$ cat config.mk
export PLATFORM = sky130hd
export DESIGN_NAME = pci_target_slave_port
export DESIGN_NICKNAME = d
export VERILOG_FILES = /design/src/pci_target_pkg.sv /design/src/pci_target_slave_port.sv
export SDC_FILE = /design/constraint.sdc
export NUM_CORES = 1
export LEC_CHECK = 0
export ABC_CLOCK_PERIOD_IN_PS = 9000
export BUFFER_PORTS_ARGS = -buffer_cell sky130_fd_sc_hd__buf_4
export CAP_MARGIN = 30
export CORE_MARGIN = 8
export CORE_UTILIZATION = 30
export CTS_BUF_LIST = sky130_fd_sc_hd__clkbuf_8
export CTS_CLUSTER_SIZE = 25
export DETAILED_ROUTE_END_ITERATION = 6
export HOLD_SLACK_MARGIN = 0.05
export PLACE_DENSITY = 0.48
export SYNTH_ARGS = -nofsm -noshare
export SYNTH_HDL_FRONTEND = slang
export SYNTH_SLANG_ARGS = --single-unit
$ cat constraint.sdc
create_clock -name mclk -period 9 [get_ports mclk]
set_clock_uncertainty 0.1 [all_clocks]
set_input_delay 1.8 -clock mclk [delete_from_list [all_inputs] [get_ports mclk]]
set_output_delay 1.8 -clock mclk [all_outputs]
set_load 0.05 [all_outputs]
$ cat src/pci_target_pkg.sv
// Purpose: Constants and carrier types for the expansion bus target port.
// Assumes: Single clock mclk at 25 MHz; bus pins arrive already in this domain's timing.
// Notes: Functional notes below.
// Functional notes
// - Only 32-bit addresses are decoded and only 32-bit data moves; no 64-bit path exists.
// - A narrow read still returns the whole 32-bit word of the addressed location.
// - A narrow write stores all 32 data bits, disregarding the byte enables.
// - Memory read, memory write, configuration read and configuration write are served, one data phase each.
// - A burst attempt is ended with a target disconnect so that one data phase completes.
// - A read not serviced within 32 system clocks completes with all-ones data.
// - Read timeout raises no interrupt and no bus error; only the data shows it.
// - The read timeout can be switched off, so reads wait without limit.
// - Fast back-to-back transactions are accepted without an idle cycle between them.
// - Bad address parity on a claimed transaction asserts the system error output.
// - Bad data parity on a target write asserts the parity error output.
// - Accesses reach on-chip registers, on-chip memory and external packet memory via the memory unit.
// - The bus runs at a 33 MHz clock with a 32-bit multiplexed address and data path; the bench clocks the bus on mclk at 25 MHz.
package pci_target_pkg;

  localparam int          BUS_W         = 32;
  localparam logic [3:0]  CMD_MEM_RD    = 4'h6;
  localparam logic [3:0]  CMD_MEM_WR    = 4'h7;
  localparam logic [3:0]  CMD_CFG_RD    = 4'ha;
  localparam logic [3:0]  CMD_CFG_WR    = 4'hb;
  localparam int          RD_TIMEOUT_CYC = 32;
  localparam logic [5:0]  RD_TIMEOUT_MAX = 6'h20;
  localparam logic [31:0] TIMEOUT_DATA  = 32'hffffffff;

  typedef enum logic [1:0] {
    S_IDLE = 2'b00,
    S_WAIT = 2'b01,
    S_DATA = 2'b11,
    S_TURN = 2'b10
  } tgt_state_t;

  typedef struct packed {
    logic        req;
    logic        write;
    logic        cfg_space;
    logic [31:0] addr;
    logic [31:0] wdata;
  } back_req_t;

endpackage

$ cat src/pci_target_slave_port.sv
// Purpose: Target side of the 32-bit expansion bus, one data phase per transaction.
// Assumes: Bus pins are sampled on mclk; the back end answers with a one-cycle ack.
// Notes: Pins named *_n are active low; output enables are high while driving.
`timescale 1ns/1ps
module pci_target_slave_port
  import pci_target_pkg::*;
(
  input  wire logic        mclk,
  input  wire logic        rst,
  input  wire logic        frame_n,
  input  wire logic        irdy_n,
  input  wire logic        idsel,
  input  wire logic [3:0]  cbe_n,
  input  wire logic [31:0] ad_in,
  input  wire logic        par_in,
  input  wire logic        timeout_en,
  input  wire logic        bar_hit,
  output logic [31:0]      ad_out,
  output logic             ad_oe,
  output logic             par_out,
  output logic             devsel_n,
  output logic             trdy_n,
  output logic             stop_n,
  output logic             ctl_oe,
  output logic             perr_n,
  output logic             perr_oe,
  output logic             serr_n,
  output logic             serr_oe,
  output back_req_t        back_req,
  input  wire logic        back_ack,
  input  wire logic [31:0] back_rdata
);

  logic        frame_s1, frame_s2, irdy_s1, irdy_s2, idsel_s1, idsel_s2, par_s1, par_s2;
  logic [3:0]  cbe_s1, cbe_s2;
  logic [31:0] ad_s1, ad_s2;
  logic        frame_d_r;
  tgt_state_t  state_r;
  logic [5:0]  wait_cnt_r;
  logic        wr_r;
  logic        par_chk_r;
  logic        addr_phase, cmd_ok, claim, addr_par_bad;

  // Two-stage capture of every bus input before any decode looks at it.
  always_ff @(posedge mclk or posedge rst)
  begin
    if (rst)
    begin
      frame_s1 <= 1'b1;
      frame_s2 <= 1'b1;
      irdy_s1  <= 1'b1;
      irdy_s2  <= 1'b1;
      idsel_s1 <= 1'b0;
      idsel_s2 <= 1'b0;
      par_s1   <= 1'b0;
      par_s2   <= 1'b0;
      cbe_s1   <= 4'hf;
      cbe_s2   <= 4'hf;
      ad_s1    <= 32'h00000000;
      ad_s2    <= 32'h00000000;
    end
    else
    begin
      frame_s1 <= frame_n;
      frame_s2 <= frame_s1;
      irdy_s1  <= irdy_n;
      irdy_s2  <= irdy_s1;
      idsel_s1 <= idsel;
      idsel_s2 <= idsel_s1;
      par_s1   <= par_in;
      par_s2   <= par_s1;
      cbe_s1   <= cbe_n;
      cbe_s2   <= cbe_s1;
      ad_s1    <= ad_in;
      ad_s2    <= ad_s1;
    end
  end

  always_ff @(posedge mclk or posedge rst)
  begin
    if (rst)
      frame_d_r <= 1'b1;
    else
      frame_d_r <= frame_s2;
  end

  // An address phase is a falling frame, or frame held low across a finished
  // transaction, which is how a fast back-to-back cycle arrives.
  always_comb
  begin
    addr_phase = !frame_s2 && (frame_d_r || (state_r == S_TURN));
    cmd_ok = (cbe_s2 == CMD_MEM_RD) || (cbe_s2 == CMD_MEM_WR) ||
             ((cbe_s2 == CMD_CFG_RD || cbe_s2 == CMD_CFG_WR) && idsel_s2);
    claim = addr_phase && (state_r == S_IDLE || state_r == S_TURN)
            && cmd_ok && (bar_hit || idsel_s2);
    addr_par_bad = (^{ad_s2, cbe_s2}) != par_s2;
  end

  always_ff @(posedge mclk or posedge rst)
  begin
    if (rst)
    begin
      state_r  <= S_IDLE;
      wr_r     <= 1'b0;
      back_req <= '0;
    end
    else
    begin
      back_req.req <= 1'b0;
      unique case (state_r)
        S_IDLE, S_TURN:
        begin
          if (claim)
          begin
            state_r         <= S_WAIT;
            wr_r            <= cbe_s2[0];
            back_req.write  <= cbe_s2[0];
            back_req.cfg_space <= cbe_s2[3];
            back_req.addr   <= ad_s2;
          end
          else
            state_r <= S_IDLE;
        end
        S_WAIT:
        begin
          if (!irdy_s2)
          begin
            // The whole word is stored; byte enables are not looked at.
            back_req.req   <= 1'b1;
            back_req.wdata <= ad_s2;
            state_r        <= S_DATA;
          end
        end
        S_DATA:
        begin
          if (back_ack || (timeout_en && wait_cnt_r == RD_TIMEOUT_MAX - 6'h01 && !wr_r))
            state_r <= S_TURN;
        end
      endcase
    end
  end

  // Read wait counter; the limit holds only while the timeout is enabled.
  always_ff @(posedge mclk or posedge rst)
  begin
    if (rst)
      wait_cnt_r <= 6'h00;
    else if (state_r == S_DATA)
      wait_cnt_r <= wait_cnt_r + 6'h01;
    else
      wait_cnt_r <= 6'h00;
  end

  // Completion: one data phase, with stop asserted so any burst is disconnected.
  always_ff @(posedge mclk or posedge rst)
  begin
    if (rst)
    begin
      devsel_n     <= 1'b1;
      trdy_n       <= 1'b1;
      stop_n       <= 1'b1;
      ctl_oe       <= 1'b0;
      ad_out       <= 32'h00000000;
      ad_oe        <= 1'b0;
      par_out      <= 1'b0;
    end
    else
    begin
      devsel_n <= !(state_r == S_WAIT || state_r == S_DATA);
      ctl_oe   <= (state_r != S_IDLE);
      trdy_n   <= 1'b1;
      stop_n   <= 1'b1;
      ad_oe    <= 1'b0;
      if (state_r == S_DATA && back_ack)
      begin
        trdy_n       <= 1'b0;
        stop_n       <= 1'b0;
        devsel_n     <= 1'b0;
        ad_out       <= back_rdata;
        ad_oe        <= !wr_r;
      end
      else if (state_r == S_DATA && timeout_en && !wr_r
               && wait_cnt_r == RD_TIMEOUT_MAX - 6'h01)
      begin
        trdy_n       <= 1'b0;
        stop_n       <= 1'b0;
        devsel_n     <= 1'b0;
        ad_out       <= TIMEOUT_DATA;
        ad_oe        <= 1'b1;
      end
      par_out <= ^{ad_out, 4'h0};
    end
  end

  // Parity reporting, driven low only for one cycle per event.
  always_ff @(posedge mclk or posedge rst)
  begin
    if (rst)
    begin
      serr_n    <= 1'b1;
      serr_oe   <= 1'b0;
      perr_n    <= 1'b1;
      perr_oe   <= 1'b0;
      par_chk_r <= 1'b0;
    end
    else
    begin
      serr_n    <= !(claim && addr_par_bad);
      serr_oe   <= claim && addr_par_bad;
      par_chk_r <= (state_r == S_WAIT) && !irdy_s2 && wr_r;
      perr_n    <= !(par_chk_r && ((^{back_req.wdata, cbe_s2}) != par_s2));
      perr_oe   <= (state_r == S_DATA) || !perr_n;
    end
  end

  a_serr_on_badpar: assert property (@(posedge mclk) disable iff (rst)
    (claim && addr_par_bad) |=> !serr_n) else $error("serr missing on address parity");
  a_one_phase_stop: assert property (@(posedge mclk) disable iff (rst)
    !trdy_n |-> !stop_n) else $error("data phase without disconnect");
  a_timeout_ones: assert property (@(posedge mclk) disable iff (rst)
    (state_r == S_DATA && !wr_r && timeout_en && !back_ack && wait_cnt_r == 6'h1f)
    |=> (ad_out == TIMEOUT_DATA && !trdy_n)) else $error("timeout data wrong");
  a_timeout_bound: assert property (@(posedge mclk) disable iff (rst)
    (timeout_en && !wr_r && state_r == S_DATA) |-> wait_cnt_r <= 6'h1f)
    else $error("read wait exceeded limit");
  a_no_serr_timeout: assert property (@(posedge mclk) disable iff (rst)
    (!trdy_n && ad_out == TIMEOUT_DATA && !$past(back_ack)) |-> serr_n)
    else $error("timeout raised error");
  a_no_limit_off: assert property (@(posedge mclk) disable iff (rst)
    (state_r == S_DATA && !timeout_en && !back_ack) |=> state_r == S_DATA)
    else $error("read ended without data while timeout off");
  a_unclaimed_cmd: assert property (@(posedge mclk) disable iff (rst)
    (addr_phase && !cmd_ok) |=> state_r != S_WAIT) else $error("bad command claimed");
  a_full_write: assert property (@(posedge mclk) disable iff (rst)
    (state_r == S_WAIT && !irdy_s2) |=> (back_req.req && back_req.wdata == $past(ad_s2)))
    else $error("write word not stored whole");
  a_read_word: assert property (@(posedge mclk) disable iff (rst)
    (state_r == S_DATA && back_ack && !wr_r) |=> (ad_oe && ad_out == $past(back_rdata)))
    else $error("read word not driven");
  a_fast_b2b: assert property (@(posedge mclk) disable iff (rst)
    (state_r == S_TURN && claim) |=> state_r == S_WAIT) else $error("back-to-back missed");

  // Claim and completion timing, counted from the synchronised address phase.
  a_devsel_cmd: assert property (@(posedge mclk) disable iff (rst)
    claim |-> ##2 !devsel_n)
    else $error("claimed cycle without devsel");

  a_no_devsel_io: assert property (@(posedge mclk) disable iff (rst)
    (state_r == S_IDLE && addr_phase && !cmd_ok) |-> ##2 devsel_n)
    else $error("devsel on unserved command");

  a_stop_once: assert property (@(posedge mclk) disable iff (rst)
    !stop_n |=> stop_n)
    else $error("stop held beyond one phase");

  a_ad_oe_read: assert property (@(posedge mclk) disable iff (rst)
    ad_oe |-> !wr_r)
    else $error("data driven during write");

  a_ctl_oe_claim: assert property (@(posedge mclk) disable iff (rst)
    !devsel_n |-> ctl_oe)
    else $error("devsel low without enable");

  a_trdy_after_ack: assert property (@(posedge mclk) disable iff (rst)
    (state_r == S_DATA && back_ack) |=> !trdy_n)
    else $error("ack not completed");

  a_wait_to_req: assert property (@(posedge mclk) disable iff (rst)
    (state_r == S_WAIT && !irdy_s2) |=> state_r == S_DATA)
    else $error("data phase not taken");

  a_cfg_needs_sel: assert property (@(posedge mclk) disable iff (rst)
    (claim && cbe_s2[3]) |-> idsel_s2)
    else $error("config claimed without select");

  a_req_pulse: assert property (@(posedge mclk) disable iff (rst)
    back_req.req |=> !back_req.req)
    else $error("back end request too long");

  a_write_no_tmo: assert property (@(posedge mclk) disable iff (rst)
    (state_r == S_DATA && wr_r && !back_ack) |=> state_r == S_DATA)
    else $error("write ended without ack");

  a_perr_on_bad: assert property (@(posedge mclk) disable iff (rst)
    (par_chk_r && ((^{back_req.wdata, cbe_s2}) != par_s2)) |=> (!perr_n && perr_oe))
    else $error("perr missing on data parity");

  a_serr_oe_pair: assert property (@(posedge mclk) disable iff (rst)
    !serr_n |-> serr_oe)
    else $error("serr low without enable");

  a_no_serr_idle: assert property (@(posedge mclk) disable iff (rst)
    !claim |=> serr_n)
    else $error("serr without claimed cycle");

  a_turn_idle: assert property (@(posedge mclk) disable iff (rst)
    (state_r == S_TURN && !claim) |=> state_r == S_IDLE)
    else $error("turn state not left");

  a_tmo_count: assert property (@(posedge mclk) disable iff (rst)
    (state_r == S_DATA) |=> (state_r != S_DATA || wait_cnt_r == $past(wait_cnt_r) + 6'h01))
    else $error("read wait count skipped");

endmodule

## Word-level counts from Yosys, hierarchy flattened

Cells that the tools add are included.

| cells by class | value |
|---|---|
| multiply operators | 0 |
| div/mod/pow operators | 0 |
| shifts and indexed selects | 0 |
| magnitude comparators | 0 |
| bitwise gates (word level) | 1 |
| mux-type cells | 15 |
| reductions and logical operators | 41 |
| add/sub/neg operators | 1 |
| equality and inequality tests | 12 |

Operators by type and width:

| operator | count |
|---|---|
| $reduce_xor 36->1 | 3 |
| $mux 32 | 2 |
| $logic_and 1x1->1 | 15 |
| $logic_or 1x1->1 | 9 |
| $mux 1 | 9 |
| $eq 4x3->1 const B | 2 |
| $eq 4x4->1 const B | 2 |
| $logic_not 1->1 | 7 |
| $add 6x1->6 const B | 1 |
| $eq 6x5->1 const B | 1 |
| $mux 6 | 1 |
| $pmux 2 s3 | 1 |
| $reduce_and 2->1 | 3 |
| $eq 2x2->1 const B | 2 |
| $mux 2 | 2 |
| $ne 2x2->1 const B | 2 |
| $reduce_bool 2->1 | 2 |
| $eq 2x1->1 const B | 1 |
| $logic_not 2->1 | 1 |
| $ne 1x1->1 | 2 |
| $reduce_or 2->1 | 1 |
| $not 1->1 | 1 |

| storage, ports and cells | value |
|---|---|
| bits in latches | 0 |
| memory bits (read-only) | 0 |
| logic and storage cells | 101 |
| input bits | 77 |
| register bits after elaboration | 198 |
| RAM bits | 0 |
| output and inout port bits | 109 |
| memories | 0 |

## Longest topological paths before layout

| depth | value |
|---|---|
| depth after elaboration | 8 |
| mapped depth | 8 |
| mapped depth without buffers | 7 |

## Least setup slack after synthesis

No wires, ideal clock.

| timing | value |
|---|---|
| kind | input -> register |
| start point | input port bar_hit |
| end point | register back_req[39] in the netlist's numbering |
| buffers on the path | 1 |
| path slack | 5.940 ns |
| stages | 5 |
| library setup time | 0.125 ns |
| data arrival time | 2.835 ns |
| data required time | 8.775 ns |
| cell sequence | o21a_1 a21oi_1 nor3_4 buf_2 mux2_2 |

| on the way | value |
|---|---|
| word-level cells in the longest chain between the ends | 3 |

RTL lines:

| what | RTL line | text |
|---|---|---|
| start: declaration | pci_target_slave_port.sv:17 | `input wire logic bar_hit,` |
| $logic_or 1x1->1 | pci_target_slave_port.sv:95 | `&& cmd_ok && (bar_hit \|\| idsel_s2);` |
| $logic_and 1x1->1 | pci_target_slave_port.sv:95 |  |
| $reduce_and 2->1 (no source line) | n/a |  |
| end: declaration | pci_target_slave_port.sv:29 | `output back_req_t back_req,` |

Every way passes these cells.
A chain may end at the register's enable or synchronous reset.

## Final worst setup path

| timing | value |
|---|---|
| start point | input port bar_hit |
| end point | register back_req[41] in the netlist's numbering |

Same word-level chain as after synthesis.

==> impl_metrics.json <==
{
  "core_um2": 24100,
  "hold_class": "reg -> reg",
  "nets": 734,
  "initial_core_util_pct": 30.2,
  "ys_top_cells_by_area": "dfrtp_1 62%, mux2_2 10%, xnor2_1 9.0%, dfstp_2 6.1%, o22a_1 3.8%",
  "startpoint_type": "input pin",
  "multi_input_area_um2": 2210,
  "fin_crit_ps": 3130,
  "num_rows": 57,
  "crit_path_top_delay_cell": "buf_4",
  "grt_start_max_net_pins": 125,
  "async_flop_share_pct": 100,
  "drtIter0Drc": 133,
  "wl_per_cell_um": 16.9,
  "finalMaxSlewViolations": 0,
  "fp.dieW_um": 172,
  "path_clk_slew_ps": 110,
  "drc": 0,
  "ios": 186,
  "required_ps": 9240,
  "synthToLayoutAreaGrowth_pct": 30.3,
  "synth_commonest_cells": "181 x dfrtp_1, 75 x xnor2_1, 65 x mux2_2",
  "criticalPathCategory": "in -> reg",
  "numCtsBuffers": 17,
  "fmax_mhz": 320,
  "cts-root-buf": "clkbuf_8",
  "antenna_found_initial": 0,
  "overflow": 0,
  "setup_violations": 0,
  "netlist.area_leader.share_pct": 62.2,
  "drt-total-wl_um": 16700,
  "synth-seq-cells": 198,
  "tritoncts": "yes",
  "dieArea_um2": 29500,
  "cts_buffer_depth": 2,
  "yosysMostFrequentCell": "dfrtp_1",
  "arrival_ps": 3360,
  "syn_avg_cell_area_um2": 16.0,
  "hold_viol_final": 0,
  "routabilityCongestion": 0.746,
  "synth_area_leader_cell": "dfrtp_1",
  "synthDistinctLibCells": 33,
  "cp-end-kind": "flip-flop",
  "grt_usage_pct": 11.6,
  "htree_levels": 4,
  "drv_cap": 0,
  "layout-drive-gt1-share_pct": 46.8,
  "syn_nets": 538,
  "critPathMaxFanout": 28,
  "crit_top_cell": "buf_4",
  "die_h_um": 172,
  "outcome": "completed",
  "ys.flop_type": "dfrtp_1",
  "via_count": 4171,
  "cts.sinks": 198,
  "ys_warn_count": 0,
  "hold_path_depth": 0,
  "dr.pass1.iters": 5,
  "post_cts_buffers": 0,
  "yosysSeqAreaShare_pct": 68.3,
  "cts_resized": 0,
  "via_per_inst": 4.22,
  "slew-limit-headroom_pct": 41.7,
  "synthesis.instances": 456,
  "dpl.hpwl_um": 12100,
  "drtAntennaViolNets": 0,
  "antennaDiodeCount": 0,
  "worst_pin_slew_ps": 875,
  "synth_edf_count": 0,
  "rsz0062_at_grt": "no",
  "syn_area_um2": 7280,
  "crit_chain": "buf_4 -> o21a_1 -> a21oi_1 -> nor3_4 -> buf_4 -> mux2_2",
  "fillers": 2343,
  "worst_skew_pair.late_latency_ps": 460,
  "register_area_um2": 4980,
  "grt_pass1_wl_um": 26100,
  "setup-tns-final_ps": 0,
  "timing.final.crit_share_pct": 34.7,
  "cpPeakStageDelay_ps": 470,
  "cts_hold_buf": 0,
  "port_buffers": 185,
  "worst_r2r_path_depth": 7,
  "grt_pass1_vias": 4569
}
[per-layer routing]
metal	vias up	wire [µm]	global-route usage, %
met5	-	0	0
li1	1926	-	-
met4	0	208	3.94
met3	13	1430	4.52
met2	127	7600	17.6
met1	2105	7430	14.8
[cells by family after synthesis]
kind of cell | after synthesis | share of synthesized area, %
buf+inv | 23 | 1.44
fa+ha+maj | 5 | 0.859
xor+xnor | 94 | 12.4
compound gates | 39 | 4.38
simple gates | 29 | 2.08
mux | 68 | 10.5
flops | 198 | 68.3
[path summary, 6_finish.rpt]
path	slack, ps	startpoint	endpoint
max in group asynchronous	6280	rst	cbe_s2[2]$_DFF_PP1_
max	5870	bar_hit	back_req[41]$_DFFE_PP0P_
min	250	ad_s1[31]$_DFF_PP0_	ad_s2[31]$_DFF_PP0_
max reg2reg	6370	cbe_s2[0]$_DFF_PP1_	serr_oe$_DFF_PP0_
min reg2reg	250	ad_s1[31]$_DFF_PP0_	ad_s2[31]$_DFF_PP0_
min in group asynchronous	1360	rst	back_req[12]$_DFFE_PP0P_
[flip-flops by register name (all words and copies together) (netlist names), 2 cells and up]
register,flops
cbe_s1,4
ad_s2,32
ad_out,32
cbe_s2,4
wait_cnt_r,6
ad_s1,32
state_r,2
back_req,66
[stage by stage]
stage	area [µm²]	util (%)	setup WS (ps)	hold WS, ps	instances
2_1_floorplan	7280	-	1730	231	456
3_3_place_gp	9050	37.6	5380	232	955
3_5_place_dp	9070	37.6	5310	235	956
4_1_cts	9460	39.3	5830	248	987
5_1_grt	9490	39.4	5790	261	988
6_report	9490	39.4	5870	246	988
[worst max-delay path, delay by kind of cell]
kind	cells	cell delay [ps]
multiplexers	1	380
buffers and inverters	2	550
AO/OA/AOI/OAI	2	160
AND/OR/NAND/NOR	1	440
[final cells by class]
type / count / share of cell area, %
repair buffers: 191 / 15.4
clock buffers: 17 / 2.47
inverters: 9 / 0.435
well taps: 324 / 4.27
multi-input cells: 235 / 23.3
flip-flops and latches: 198 / 52.4
clock inverters: 14 / 1.69
[placed cells by master (no fill, tap or decap), types with 2 or more instances in the layout]
cell type,instances
nand3_1,3
dfrtp_1,181
buf_4,189
o21ai_0,2
xnor3_1,4
inv_8,5
nand2_1,7
xor2_1,13
o22a_1,32
xnor2_1,75
mux2_2,65
ha_1,5
clkinv_8,2
clkbuf_8,17
nor2_1,7
inv_6,4
a21oi_1,3
nor3_1,2
dfstp_2,17
nor4_1,2
inv_1,9
nor3_4,2
Power is not shown: default switching activity piles up to over one toggle a cycle in this logic, so the estimate is an artifact.
